<file path="src/rtl/accel_event_pkg.sv">
/*
 * Constants shared by the motion sensor event and status logic: register
 * addresses, field positions, reset values, step timing and pad sources.
 * Assumes a 25 MHz system clock; all users reference names with pkg::.
 */
package accel_event_pkg;
	// ==========================================================
	// timing
	localparam int CLK_MHZ           = 25;
	localparam int SLOW_STEP_US      = 10000;
	localparam int FAST_STEP_US      = 2500;
	localparam int SLOW_STEP_CYCLES  = SLOW_STEP_US * CLK_MHZ;
	localparam int FAST_STEP_CYCLES  = FAST_STEP_US * CLK_MHZ;
	localparam int DIV_W             = 18;
	localparam int DUR_W             = 8;

	// ==========================================================
	// register addresses
	localparam logic [6:0] ADDR_PAD_CTRL     = 7'h22;
	localparam logic [6:0] ADDR_FILTER_CLEAR = 7'h23;
	localparam logic [6:0] ADDR_STATUS       = 7'h27;
	localparam logic [6:0] ADDR_X            = 7'h29;
	localparam logic [6:0] ADDR_Y            = 7'h2B;
	localparam logic [6:0] ADDR_Z            = 7'h2D;
	localparam logic [6:0] ADDR_GEN_CFG      = 7'h30;
	localparam logic [6:0] ADDR_GEN_SRC      = 7'h31;
	localparam logic [6:0] ADDR_GEN_THS      = 7'h32;
	localparam logic [6:0] ADDR_GEN_DUR      = 7'h33;

	// ==========================================================
	// field positions and reset values
	localparam int PAD_POL_BIT      = 7;
	localparam int PAD_DRV_BIT      = 6;
	localparam int PAD_TWO_SEL_LSB  = 3;
	localparam int PAD_ONE_SEL_LSB  = 0;
	localparam int SEL_W            = 3;
	localparam int CFG_AOI_BIT      = 7;
	localparam int CFG_LIR_BIT      = 6;
	localparam int EVENT_W          = 6;
	localparam int SRC_IA_BIT       = 6;
	localparam int THS_COUNTER_RELEASE_MODE_BIT     = 7;
	localparam int THS_W            = 7;
	localparam int AXES             = 3;
	localparam logic [7:0] REG_RESET = 8'h00;
	localparam logic [7:0] READ_NONE = 8'h00;

	// ==========================================================
	// pad source codes
	typedef enum logic [2:0] {
		SRC_OFF     = 3'b000,
		SRC_GEN_ONE = 3'b001,
		SRC_GEN_TWO = 3'b010,
		SRC_EITHER  = 3'b011,
		SRC_READY   = 3'b100
	} pad_source_t;
endpackage

</file>
<file path="src/rtl/event_duration_counter.sv">
/*
 * Duration counter of one event generator: counts steps while the event holds, reports the limit.
 * Assumes step is a one-cycle enable at the output data rate.
 */
`timescale 1ns/1ps
module event_duration_counter #(
	parameter int W = accel_event_pkg::DUR_W
) (
	input  wire logic         clk,               // system clock
	input  wire logic         resetn,            // synchronous reset, active low
	input  wire logic         step,              // one step of the data rate
	input  wire logic         condition,         // combined event present
	input  wire logic         hold,              // freeze the count
	input  wire logic         release_decrement, // 1 decrement, 0 clear on release
	input  wire logic [W-1:0] limit,             // programmed duration
	output logic              reached            // condition held long enough
);
	logic [W-1:0] count;
	logic [W-1:0] next_count;

	// ==========================================================
	// count
	always_comb begin
		next_count = count;
		if (step && !hold) begin // RULE20
			if (condition) begin
				if (count < limit)
					next_count = count + W'(1);
			end else if (release_decrement) begin // RULE18
				if (count != '0)
					next_count = count - W'(1);
			end else begin
				next_count = '0;
			end
		end
	end

	always_ff @(posedge clk) begin
		if (!resetn)
			count <= '0;
		else
			count <= next_count;
	end

	// limit 0 fires on the first qualifying sample
	assign reached = condition && (count >= limit); // RULE23
endmodule

</file>
<file path="src/rtl/accel_event_status.sv">
/*
 * Event and status logic of a three-axis motion sensor: interrupt pad
 * control, filter clear strobe, sample status flags, axis sample registers
 * and event generator one with its duration counter.
 * Assumes the sensing chain presents samples on this clock and that the
 * serial protocol engine drives the register port with one-cycle strobes.
 */
// Summary of operation
// RULE1 - pads are active high when polarity bit is 0, active low when 1
// RULE2 - driver bit 0 gives push-pull pads, 1 gives open-drain pads
// RULE3 - each pad has its own three-bit source field, reset to 000
// RULE4 - source codes: off, generator one, two, either, data ready
// RULE5 - reading the filter clear address clears the filter; data meaningless
// RULE6 - per-axis overrun set when an unread sample is replaced
// RULE7 - combined overrun set when an unread sample set is replaced
// RULE8 - per-axis new sample flag set on fresh sample, zero after reset
// RULE9 - combined new sample flag set while a complete unread set is pending
// RULE10 - generator one combines enabled events by OR (0) or AND (1)
// RULE11 - latch bit holds request and source flags until source is read
// RULE12 - per-axis above enables allow events when magnitude exceeds threshold
// RULE13 - per-axis below enables allow events when magnitude is under threshold
// RULE14 - source holds an active flag set when events were generated
// RULE15 - source holds above and below flags for each axis, reset zero
// RULE16 - reading the source clears it and the generator one request
// RULE17 - threshold register low seven bits are the compare threshold
// RULE18 - threshold top bit: release clears (0) or decrements (1) the counter
// RULE19 - eight-bit duration counts 2.5 ms steps at 400 Hz, 10 ms at 100 Hz
// RULE20 - duration counter frozen while latched and event confirmed
// RULE21 - rate select 0 gives 100 Hz samples, 1 gives 400 Hz
// RULE22 - filter enable feeds filtered samples to generator one
// RULE23 - request asserts only after the condition lasts the programmed steps
// RULE24 - each axis register holds its latest sample at the data rate
`timescale 1ns/1ps
module accel_event_status #(
	parameter int SLOW_STEP_CYCLES = accel_event_pkg::SLOW_STEP_CYCLES,
	parameter int FAST_STEP_CYCLES = accel_event_pkg::FAST_STEP_CYCLES
) (
	input  wire logic       clk,                   // 25 MHz system clock
	input  wire logic       resetn,                // synchronous reset, active low
	input  wire logic [6:0] reg_addr,              // register address
	input  wire logic       reg_wr,                // write strobe, one cycle
	input  wire logic       reg_rd,                // read strobe, one cycle
	input  wire logic [7:0] reg_wdata,             // write data
	output logic      [7:0] reg_rdata,             // read data, next cycle
	input  wire logic       sample_rate_select,    // 0 100 Hz, 1 400 Hz
	input  wire logic       gen_one_filter_enable, // filtered data to generator one
	input  wire logic [7:0] raw_x,                 // unfiltered x sample
	input  wire logic [7:0] raw_y,                 // unfiltered y sample
	input  wire logic [7:0] raw_z,                 // unfiltered z sample
	input  wire logic [7:0] filtered_x,            // high-pass x sample
	input  wire logic [7:0] filtered_y,            // high-pass y sample
	input  wire logic [7:0] filtered_z,            // high-pass z sample
	input  wire logic       event_gen_two,         // request of generator two
	output logic            filter_clear,          // pulse, clears high-pass state
	output logic            sample_tick,           // pulse, new sample set taken
	output logic            irq_pad_one_out,       // pad one output level
	output logic            irq_pad_one_oe,        // pad one output enable
	output logic            irq_pad_two_out,       // pad two output level
	output logic            irq_pad_two_oe         // pad two output enable
);
	// ==========================================================
	// helpers
	function automatic logic pad_source_level(input logic [2:0] sel, input logic one,
			input logic two, input logic ready);
		pad_source_level = 1'b0;
		case (sel)
			accel_event_pkg::SRC_GEN_ONE: pad_source_level = one;
			accel_event_pkg::SRC_GEN_TWO: pad_source_level = two;
			accel_event_pkg::SRC_EITHER:  pad_source_level = one | two;
			accel_event_pkg::SRC_READY:   pad_source_level = ready;
			default:                      pad_source_level = 1'b0;
		endcase
	endfunction

	function automatic logic [7:0] magnitude(input logic [7:0] s);
		magnitude = s[7] ? (~s + 8'h01) : s;
	endfunction

	// ==========================================================
	// register port decode
	logic       rd_status;
	logic       rd_src;
	logic [2:0] rd_axis;
	assign rd_status  = reg_rd && (reg_addr == accel_event_pkg::ADDR_STATUS);
	assign rd_src     = reg_rd && (reg_addr == accel_event_pkg::ADDR_GEN_SRC); // RULE16
	assign rd_axis[0] = reg_rd && (reg_addr == accel_event_pkg::ADDR_X);
	assign rd_axis[1] = reg_rd && (reg_addr == accel_event_pkg::ADDR_Y);
	assign rd_axis[2] = reg_rd && (reg_addr == accel_event_pkg::ADDR_Z);

	// ==========================================================
	// control registers
	logic [7:0] pad_ctrl;
	logic [7:0] gen_cfg;
	logic [7:0] gen_ths;
	logic [7:0] gen_dur;
	logic [7:0] next_pad_ctrl;
	logic [7:0] next_gen_cfg;
	logic [7:0] next_gen_ths;
	logic [7:0] next_gen_dur;

	always_comb begin
		next_pad_ctrl = pad_ctrl;
		next_gen_cfg  = gen_cfg;
		next_gen_ths  = gen_ths;
		next_gen_dur  = gen_dur;
		if (reg_wr) begin
			unique case (reg_addr)
				accel_event_pkg::ADDR_PAD_CTRL: next_pad_ctrl = reg_wdata;
				accel_event_pkg::ADDR_GEN_CFG:  next_gen_cfg  = reg_wdata;
				accel_event_pkg::ADDR_GEN_THS:  next_gen_ths  = reg_wdata;
				accel_event_pkg::ADDR_GEN_DUR:  next_gen_dur  = reg_wdata;
				default:                        next_pad_ctrl = pad_ctrl;
			endcase
		end
	end

	always_ff @(posedge clk) begin
		if (!resetn) begin
			pad_ctrl <= accel_event_pkg::REG_RESET; // RULE3
			gen_cfg  <= accel_event_pkg::REG_RESET;
			gen_ths  <= accel_event_pkg::REG_RESET;
			gen_dur  <= accel_event_pkg::REG_RESET;
		end else begin
			pad_ctrl <= next_pad_ctrl;
			gen_cfg  <= next_gen_cfg;
			gen_ths  <= next_gen_ths;
			gen_dur  <= next_gen_dur;
		end
	end

	// ==========================================================
	// sample rate divider and sample capture
	logic [accel_event_pkg::DIV_W-1:0] div_count;
	logic [accel_event_pkg::DIV_W-1:0] next_div_count;
	logic [accel_event_pkg::DIV_W-1:0] div_last;
	logic                              next_tick;
	logic                              gen_step;
	logic [7:0]                        sample [accel_event_pkg::AXES];
	logic [7:0]                        gen_data [accel_event_pkg::AXES];
	logic [7:0]                        next_sample [accel_event_pkg::AXES];
	logic [7:0]                        next_gen_data [accel_event_pkg::AXES];
	logic [7:0]                        raw_in [accel_event_pkg::AXES];
	logic [7:0]                        filt_in [accel_event_pkg::AXES];

	assign raw_in[0]  = raw_x;
	assign raw_in[1]  = raw_y;
	assign raw_in[2]  = raw_z;
	assign filt_in[0] = filtered_x;
	assign filt_in[1] = filtered_y;
	assign filt_in[2] = filtered_z;

	// a rate change takes effect at once; a count already past the new last value wraps on the next cycle
	assign div_last = sample_rate_select ? // RULE21 RULE19
		accel_event_pkg::DIV_W'(FAST_STEP_CYCLES - 1) :
		accel_event_pkg::DIV_W'(SLOW_STEP_CYCLES - 1);

	always_comb begin
		next_tick      = (div_count >= div_last);
		next_div_count = next_tick ? '0 : div_count + accel_event_pkg::DIV_W'(1);
		for (int i = 0; i < accel_event_pkg::AXES; i++) begin
			next_sample[i]   = sample[i];
			next_gen_data[i] = gen_data[i];
			if (next_tick) begin
				next_sample[i]   = raw_in[i]; // RULE24
				next_gen_data[i] = gen_one_filter_enable ? filt_in[i] : raw_in[i]; // RULE22
			end
		end
	end

	always_ff @(posedge clk) begin
		if (!resetn) begin
			div_count   <= '0;
			sample_tick <= 1'b0;
			gen_step    <= 1'b0;
			for (int i = 0; i < accel_event_pkg::AXES; i++) begin
				sample[i]   <= accel_event_pkg::REG_RESET;
				gen_data[i] <= accel_event_pkg::REG_RESET;
			end
		end else begin
			div_count   <= next_div_count;
			sample_tick <= next_tick;
			gen_step    <= sample_tick;
			for (int i = 0; i < accel_event_pkg::AXES; i++) begin
				sample[i]   <= next_sample[i];
				gen_data[i] <= next_gen_data[i];
			end
		end
	end

	// ==========================================================
	// sample status flags
	logic [2:0] new_sample;
	logic [2:0] overrun;
	logic       all_axes_new_sample;
	logic       all_axes_overrun;
	logic [2:0] next_new_sample;
	logic [2:0] next_overrun;
	logic       next_all_new;
	logic       next_all_overrun;
	logic       set_drained;
	logic [7:0] status_byte;

	// the set counts as read once a read leaves no axis pending
	assign set_drained = (|rd_axis) && ((new_sample & ~rd_axis) == 3'b000);

	always_comb begin
		for (int i = 0; i < accel_event_pkg::AXES; i++) begin
			next_new_sample[i] = next_tick | (new_sample[i] & ~rd_axis[i]); // RULE8
			next_overrun[i] = (next_tick & new_sample[i]) | (overrun[i] & ~rd_axis[i]); // RULE6
		end
		next_all_new     = next_tick | (all_axes_new_sample & ~set_drained); // RULE9
		next_all_overrun = (next_tick & all_axes_new_sample) | // RULE7
			(all_axes_overrun & ~set_drained);
	end

	always_ff @(posedge clk) begin
		if (!resetn) begin
			new_sample          <= 3'h0;
			overrun             <= 3'h0;
			all_axes_new_sample <= 1'b0;
			all_axes_overrun    <= 1'b0;
		end else begin
			new_sample          <= next_new_sample;
			overrun             <= next_overrun;
			all_axes_new_sample <= next_all_new;
			all_axes_overrun    <= next_all_overrun;
		end
	end

	assign status_byte = {all_axes_overrun, overrun[2], overrun[1], overrun[0],
		all_axes_new_sample, new_sample[2], new_sample[1], new_sample[0]};

	// ==========================================================
	// event generator one
	logic [5:0] axis_cond;
	logic [5:0] axis_enable;
	logic [5:0] axis_event;
	logic [7:0] threshold;
	logic       event_and_or_select;
	logic       request_latch_enable;
	logic       combined;
	logic       duration_met;
	logic [6:0] gen_src;
	logic [6:0] next_gen_src;
	logic       event_gen_one;

	assign event_and_or_select  = gen_cfg[accel_event_pkg::CFG_AOI_BIT];
	assign request_latch_enable = gen_cfg[accel_event_pkg::CFG_LIR_BIT];
	assign axis_enable          = gen_cfg[accel_event_pkg::EVENT_W-1:0];
	assign threshold = {1'b0, gen_ths[accel_event_pkg::THS_W-1:0]}; // RULE17

	// bit order per axis pair is above then below, z highest
	generate
		for (genvar a = 0; a < accel_event_pkg::AXES; a++) begin : g_axis
			assign axis_cond[2*a+1] = magnitude(gen_data[a]) > threshold; // RULE12
			assign axis_cond[2*a]   = magnitude(gen_data[a]) < threshold; // RULE13
		end
	endgenerate

	assign axis_event = axis_cond & axis_enable;
	// with no enables set, the AND form stays quiet rather than firing
	assign combined = event_and_or_select ? // RULE10
		((&(axis_cond | ~axis_enable)) && (|axis_enable)) : (|axis_event);

	event_duration_counter #(
		.W (accel_event_pkg::DUR_W)
	) u_duration (
		.clk               (clk),
		.resetn            (resetn),
		.step              (gen_step),
		.condition         (combined),
		.hold              (request_latch_enable && gen_src[accel_event_pkg::SRC_IA_BIT]),
		.release_decrement (gen_ths[accel_event_pkg::THS_COUNTER_RELEASE_MODE_BIT]),
		.limit             (gen_dur),
		.reached           (duration_met)
	);

	always_comb begin
		if (request_latch_enable) begin // RULE11
			// new events win over a read in the same cycle
			next_gen_src = rd_src ? 7'h00 : gen_src; // RULE16
			if (duration_met)
				next_gen_src = next_gen_src | {1'b1, axis_event}; // RULE14 RULE15
		end else begin
			next_gen_src = duration_met ? {1'b1, axis_event} : 7'h00; // RULE14 RULE15
		end
	end

	always_ff @(posedge clk) begin
		if (!resetn)
			gen_src <= 7'h00;
		else
			gen_src <= next_gen_src;
	end

	assign event_gen_one = gen_src[accel_event_pkg::SRC_IA_BIT];

	// ==========================================================
	// read data, filter clear and pads
	logic [7:0] next_rdata;
	logic       next_filter_clear;
	logic       pad_one_level;
	logic       pad_two_level;
	logic       pad_one_want;
	logic       pad_two_want;
	logic       irq_polarity_low;
	logic       pad_driver_type;
	logic [2:0] pad_one_source_select;
	logic [2:0] pad_two_source_select;

	assign irq_polarity_low      = pad_ctrl[accel_event_pkg::PAD_POL_BIT];
	assign pad_driver_type       = pad_ctrl[accel_event_pkg::PAD_DRV_BIT];
	assign pad_one_source_select = pad_ctrl[accel_event_pkg::PAD_ONE_SEL_LSB +: accel_event_pkg::SEL_W];
	assign pad_two_source_select = pad_ctrl[accel_event_pkg::PAD_TWO_SEL_LSB +: accel_event_pkg::SEL_W];

	always_comb begin
		next_rdata = reg_rdata;
		if (reg_rd) begin
			unique case (reg_addr)
				accel_event_pkg::ADDR_PAD_CTRL: next_rdata = pad_ctrl;
				accel_event_pkg::ADDR_STATUS:   next_rdata = status_byte;
				accel_event_pkg::ADDR_X:        next_rdata = sample[0];
				accel_event_pkg::ADDR_Y:        next_rdata = sample[1];
				accel_event_pkg::ADDR_Z:        next_rdata = sample[2];
				accel_event_pkg::ADDR_GEN_CFG:  next_rdata = gen_cfg;
				accel_event_pkg::ADDR_GEN_SRC:  next_rdata = {1'b0, gen_src};
				accel_event_pkg::ADDR_GEN_THS:  next_rdata = gen_ths;
				accel_event_pkg::ADDR_GEN_DUR:  next_rdata = gen_dur;
				default:                        next_rdata = accel_event_pkg::READ_NONE; // RULE5
			endcase
		end
		next_filter_clear = reg_rd && (reg_addr == accel_event_pkg::ADDR_FILTER_CLEAR); // RULE5
		pad_one_level = pad_source_level(pad_one_source_select, event_gen_one, // RULE4
			event_gen_two, all_axes_new_sample);
		pad_two_level = pad_source_level(pad_two_source_select, event_gen_one, // RULE4
			event_gen_two, all_axes_new_sample);
		pad_one_want = pad_one_level ^ irq_polarity_low; // RULE1
		pad_two_want = pad_two_level ^ irq_polarity_low; // RULE1
	end

	always_ff @(posedge clk) begin
		if (!resetn) begin
			reg_rdata       <= accel_event_pkg::READ_NONE;
			filter_clear    <= 1'b0;
			irq_pad_one_out <= 1'b0;
			irq_pad_one_oe  <= 1'b1;
			irq_pad_two_out <= 1'b0;
			irq_pad_two_oe  <= 1'b1;
		end else begin
			reg_rdata       <= next_rdata;
			filter_clear    <= next_filter_clear;
			// open drain only ever pulls low; the high level is external
			irq_pad_one_out <= pad_driver_type ? 1'b0 : pad_one_want; // RULE2
			irq_pad_one_oe  <= pad_driver_type ? ~pad_one_want : 1'b1; // RULE2
			irq_pad_two_out <= pad_driver_type ? 1'b0 : pad_two_want; // RULE2
			irq_pad_two_oe  <= pad_driver_type ? ~pad_two_want : 1'b1; // RULE2
		end
	end
endmodule

</file>
<file path="config.mk">
export PLATFORM = sky130hd
export DESIGN_NAME = accel_event_status
export DESIGN_NICKNAME = d
export VERILOG_FILES = /design/src/rtl/accel_event_pkg.sv /design/src/rtl/event_duration_counter.sv /design/src/rtl/accel_event_status.sv
export SDC_FILE = /design/constraint.sdc
export NUM_CORES = 1
export LEC_CHECK = 0
export ABC_CLOCK_PERIOD_IN_PS = 4400
export BUFFER_PORTS_ARGS = -buffer_cell sky130_fd_sc_hd__buf_2
export CAP_MARGIN = 30
export CORE_AREA = 3 3 116 202
export CTS_BUF_LIST = sky130_fd_sc_hd__clkbuf_8
export CTS_CLUSTER_SIZE = 14
export DETAILED_ROUTE_END_ITERATION = 12
export DIE_AREA = 0 0 119 205
export GPL_TIMING_DRIVEN = 0
export MAX_ROUTING_LAYER = met4
export SETUP_SLACK_MARGIN = 0.02
export SYNTH_ARGS = -nofsm -noshare
export SYNTH_HDL_FRONTEND = slang
export SYNTH_SLANG_ARGS = --single-unit
</file>
<file path="constraint.sdc">
create_clock -name clk -period 4.4 [get_ports clk]
set_clock_uncertainty 0.05 [all_clocks]
set_input_delay 0.22 -clock clk [delete_from_list [all_inputs] [get_ports clk]]
set_output_delay 0.22 -clock clk [all_outputs]
set_load 0.1 [all_outputs]
</file>
# Word level (Yosys, flattened, before mapping)
# Memories as Yosys holds them, arrays and structs flattened.
# Cells that the tools add are included.
word_totals:
  register_bits: 88
  ramBits: 48
  mem_count: 2
  latch_bits: 0
  elab_cells: 159
  output_inout_bits: 14
  in_bits: 70
  rom_bits: 0
memory_table:
  columns: ["memory", "depth", "width", "rd", "rd_ports_with_merged_regs", "write_ports", "line", "source"]
  rows:
  - ["gen_data", 3, 8, 3, 0, 3, "accel_event_status.sv:139", "logic [7:0] gen_data [accel_event_pkg::AXES];"]
  - ["sample", 3, 8, 3, 0, 3, "accel_event_status.sv:138", "logic [7:0] sample [accel_event_pkg::AXES];"]
classes:
  order_cmp: 9
  n_mux: 33
  n_mul: 0
  n_reduce_logical: 25
  div: 0
  bitwise: 45
  n_eq_ne: 20
  add_sub_neg: 6
  n_shift: 0
op_table:
  columns: ["op", "count"]
  rows:
  - ["$mux W8", 22]
  - ["$pmux W8 S9", 1]
  - ["$eq A7 B6 Y1 const B", 10]
  - ["$add A8 B1 Y8 const B", 4]
  - ["$mux W7", 4]
  - ["$gt A8 B7 Y1", 3]
  - ["$lt A8 B7 Y1", 3]
  - ["$not A8 Y8", 3]
  - ["$add A18 B1 Y18 const B", 1]
  - ["$ge A18 B18 Y1", 1]
  - ["$mux W18", 1]
  - ["$or A1 B1 Y1", 15]
  - ["$and A1 B1 Y1", 12]
  - ["$eq A3 B2 Y1 const B", 4]
  - ["$reduce_or A6 Y1", 2]
  - ["$logic_and A1 B1 Y1", 10]
  - ["$reduce_and A2 Y1", 5]
  - ["$ge A8 B8 Y1", 1]
  - ["$lt A8 B8 Y1", 1]
  - ["$pmux W1 S4", 2]
  - ["$reduce_bool A8 Y1", 1]
  - ["$sub A8 B1 Y8 const B", 1]
  - ["$not A1 Y1", 7]
  - ["$or A7 B7 Y7", 1]
  - ["other kinds (17)", 23]

# Longest topological paths before layout
# An unclocked memory read counts as a cell.
depth:
  word_depth: 12
  depth_mapped: 17
  depth_no_buf: 15

# Modules after synthesis
# From an unflattened synthesis, not the netlist that was laid out.
hier_totals:
  hier_cells: 908
  hier_area_um2: 7509.7
modules_own_cells:
  columns: ["module", "cells_each", "n_inst", "area_per_inst_um2", "seq_area_each_um2"]
  rows:
  - ["accel_event_status", 793, 1, 6591.3, 2562.5]
  - ["event_duration_counter", 115, 1, 918.4, 160.2]

# Worst setup path after synthesis
# Ideal clock, no wire load.
synth_path:
  path_kind: "register to register"
  from: "mem gen_data[0][2]"
  to: "reg u_duration.count[4]"
  setup_slack_ns: 0.798
  path_stages_with_launch: 17
  t_arrival_ns: 3.437
  setup_time_ns: 0.115
  required_time_ns: 4.235
  period_less_slack_ns: 3.602
  n_path_buf: 2
  cell_sequence: "dfxtp_1 -> nor4_1 -> nand2_1 -> nand2_1 -> xnor2_1 -> ha_1 -> and3_1 -> a221oi_1 -> nand3_1 -> a221o_1 -> a21oi_1 -> and3_1 -> buf_2 -> nor2_1 -> buf_1 -> o311a_1 -> o21a_1"
synth_lines:
  columns: ["item", "line", "source"]
  rows:
  - ["from (decl)", "accel_event_status.sv:139", null]
  - ["to (signal assigned)", "event_duration_counter.sv:42", "count <= next_count;"]
  - ["to (decl)", "event_duration_counter.sv:18", "logic [W-1:0] count;"]

==> run metrics <==
CTS tree=yes; area of the core=between 0.02 and 0.025 mm^2; routed len/inst=approximately 19 um; R2R setup slack=between 0.3 and 0.4 ns; fillers=2262; Layout area overhead=16.9%; top post-synthesis cells by area=dfxtp_1, mux2i_1, ha_1; Gate Count Post-Synth=870; kind of critical path=flip-flop to flip-flop; Leak=~3.6 nW; CP Buf/Inv Count=1; Die Width=~120 um; Synth area leader=dfxtp_1; minimum clock period=4.05 ns; Syn Area/Cell=between 8 and 9 um^2; Cell Chain, Critical Path=nor4_2, nand2_1, nand2_1, xnor2_1, ha_1, and3_1, a221oi_2, a32oi_1, o21ai_0, nand2_1, o31a_1, or3_1, clkbuf_1, a221oi_1, a311oi_1; port buffer count=slightly above 80; max_slew headroom=between 40% and 50%; setup ws final=about 0.35 ns; most frequent cells in the layout=dfxtp_1, nor2_1, buf_2, mux2i_1, nand2_1; Post-Place Setup Slack=between 0.2 and 0.25 ns; Fin. Hold Viols=0; Worst IR Drop VDD=0.196 mV; Netlist cell types=63; full die area=roughly 0.024 mm^2; initial antenna violation count=0; crit-path max cell delay=approximately 0.4 ns; post-synthesis sequential area ratio=35.8%; DR vias=~7k; gr usage total=about a fifth; PD cells=273 mW/mm^2; num ports=between 80 and 90; Crit path arrival time=between 4 and 5 ns; hpwl dp=19100 um; DR pass1 iterations=5; Overflow after GRT=0; first-pass GRT wire length=37300 um; Crit. End Element=flip-flop; Total Wirelength=roughly 24000 um; Final Slew Violations=0; setup_tns=0 ns; Crit Path Max Fanout=7; nets@finish=around 1.1k; delay-heaviest family, CP=compound AO/OA/AOI/OAI gates; Max Cap Viol=0; pin count of the biggest net entering global routing=17; Hold/Removal Path Class=input pin to flip-flop; Finish-stage setup viols=0; number of synthesized register bits=around 140; commonest non-fill, non-tap cell in the layout=dfxtp_1; Startpoint Class=flip-flop; ANT nets after route=0; yosys warns=0; Critical-path top delay cell=o31a_1; Most Frequent Cell on Critical Path=nand2_1; Starting Density=between 30% and 40%; Post-Syn Area=roughly 0.0076 mm^2; Mapped Nets=about 980; CTS Buf Count=17; Reg clk slew, reported paths=0.09 ns; CP required=4.66 ns; clk root buf=clkbuf_8; DRC=0; footprint of the multi-input gates=0.00457 mm^2; Via density=5.36; Post-synth EDFFs=0; status=completed; RSZ-0062 raised after global routing=false; ys async rst share=0%; gp weighted congestion=0.919; H-tree levels=4; Register Area=around 0.0027 mm^2; Max Root-Sink Buffers=2; layout cells sized above 1=about 14%; top cell type's share of synthesized area=a little over a third; Die Y=205 um; worst skew pair latency=0.45 ns; Final period util=between 90% and 100%; Worst-Margin Slew=just under 0.9 ns; vias in the first global route=around 7k; ant diodes=0; Clock Sinks=136; 1st-iter DRT viols=291; FP Rows=72; Max Clk Rate=roughly 0.25 GHz; ys flop type=dfxtp_1
==> flip-flops by register name (all words and copies together), names as in the netlist <==
register             cells
gen_cfg                  8
gen_dur                  8
div_count               18
all_axes_overrun         1
sample_tick              1
u_duration.count         8
gen_ths                  8
irq_pad_one_oe           1
gen_src                  7
new_sample               3
reg_rdata                8
irq_pad_two_out          1
gen_step                 1
gen_data                24
irq_pad_one_out          1
pad_ctrl                 8
irq_pad_two_oe           1
overrun                  3
all_axes_new_sample      1
sample                  24
filter_clear             1
==> per-layer routing <==
layer	part of all wire, %	wire length, um	vias up	GRT usage [%]
li1	-	-	3357	-
met1	37	8840	3258	20.2
met2	52	12600	228	36.3
met3	4.3	1040	75	3.26
met4	6.4	1540	0	13.2
met5	0	0	-	-
==> synth_stat cells (12+ instances only) <==
cell type  count
o21ai_0       20
a211oi_1      25
a21oi_1       38
clkbuf_1      42
nor2_1       122
and3_1        12
dfxtp_1      136
xor2_1        15
mux2i_1       81
xnor2_1       19
nand2_1       65
nand3_1       32
nor3_1        13
a22oi_1       16
ha_1          44
inv_1         30
==> repair_timing <==
action                     4_1_cts  5_1_grt
setup buffers                    0        0
hold endpoints to repair        12        0
hold buffers                    12        0
setup endpoints to repair        0       15
gates resized for setup          0        4
==> stage by stage <==
| stage | hold slack [ns] | total power, W | utilization, % | instances | area (um^2) |
|---|---|---|---|---|---|
| floorplan | 0.314 | 0.00137 | - | 870 | 7610 |
| global placement | 0.386 | 0.00145 | 38.0 | 1247 | 8380 |
| detailed placement | 0.390 | 0.00145 | 38.0 | 1247 | 8380 |
| CTS | 0.00294 | 0.00244 | 40.2 | 1291 | 8870 |
| global route | 0.0140 | 0.00251 | 40.3 | 1291 | 8890 |
| finish | 0.0118 | 0.00242 | 40.3 | 1291 | 8890 |
==> where the power goes <==
part	switching, W	internal (W)
Combinational	0.000126	0.0000652
Clock	0.000528	0.000463
Sequential	0.00000512	0.00124
==> worst paths after layout <==
path / start / to / cells after the start
setup / recovery: gen_data[0][2] / u_duration.count[3] / 15
hold reg to reg: gen_src[2] / gen_src[2] / 2
hold / removal: raw_x[1] / sample[0][1] / 3
setup reg to reg: gen_data[0][2] / u_duration.count[3] / 15
==> cell type report <==
cell class              count  area share, %
clock buffers              18           2.79
multi-input cells         653           51.4
plain buffers              51           2.50
inverters                  30           1.27
repair buffers             93           5.91
flip-flops and latches    136           30.6
well taps                 296           4.16
clock inverters            14           1.38
==> worst reg2reg max path, cell delays in order, from the launching register on <==
cell and delay, ns:
dfxtp_1 0.39, nor4_2 0.37, nand2_1 0.09, nand2_1 0.08
xnor2_1 0.12, ha_1 0.26, and3_1 0.22, a221oi_2 0.34
a32oi_1 0.12, o21ai_0 0.22, nand2_1 0.13, o31a_1 0.41
or3_1 0.38, clkbuf_1 0.22, a221oi_1 0.36, a311oi_1 0.15
==> cells by family (layout without fill, tap and decap cells) <==
kind of cell / Yosys count / after routing / synth area share [%]
adder cells (fa/ha/maj): 44 / 44 / 7.24
buffers and inverters: 81 / 206 / 4.39
flip-flops: 136 / 136 / 35.8
AO/OA/AOI/OAI: 173 / 173 / 15.7
AND/OR/NAND/NOR: 311 / 311 / 19.8
multiplexers: 91 / 91 / 13.2
XOR/XNOR: 34 / 34 / 3.92
Note: power is estimated with default switching activity, not from simulation.
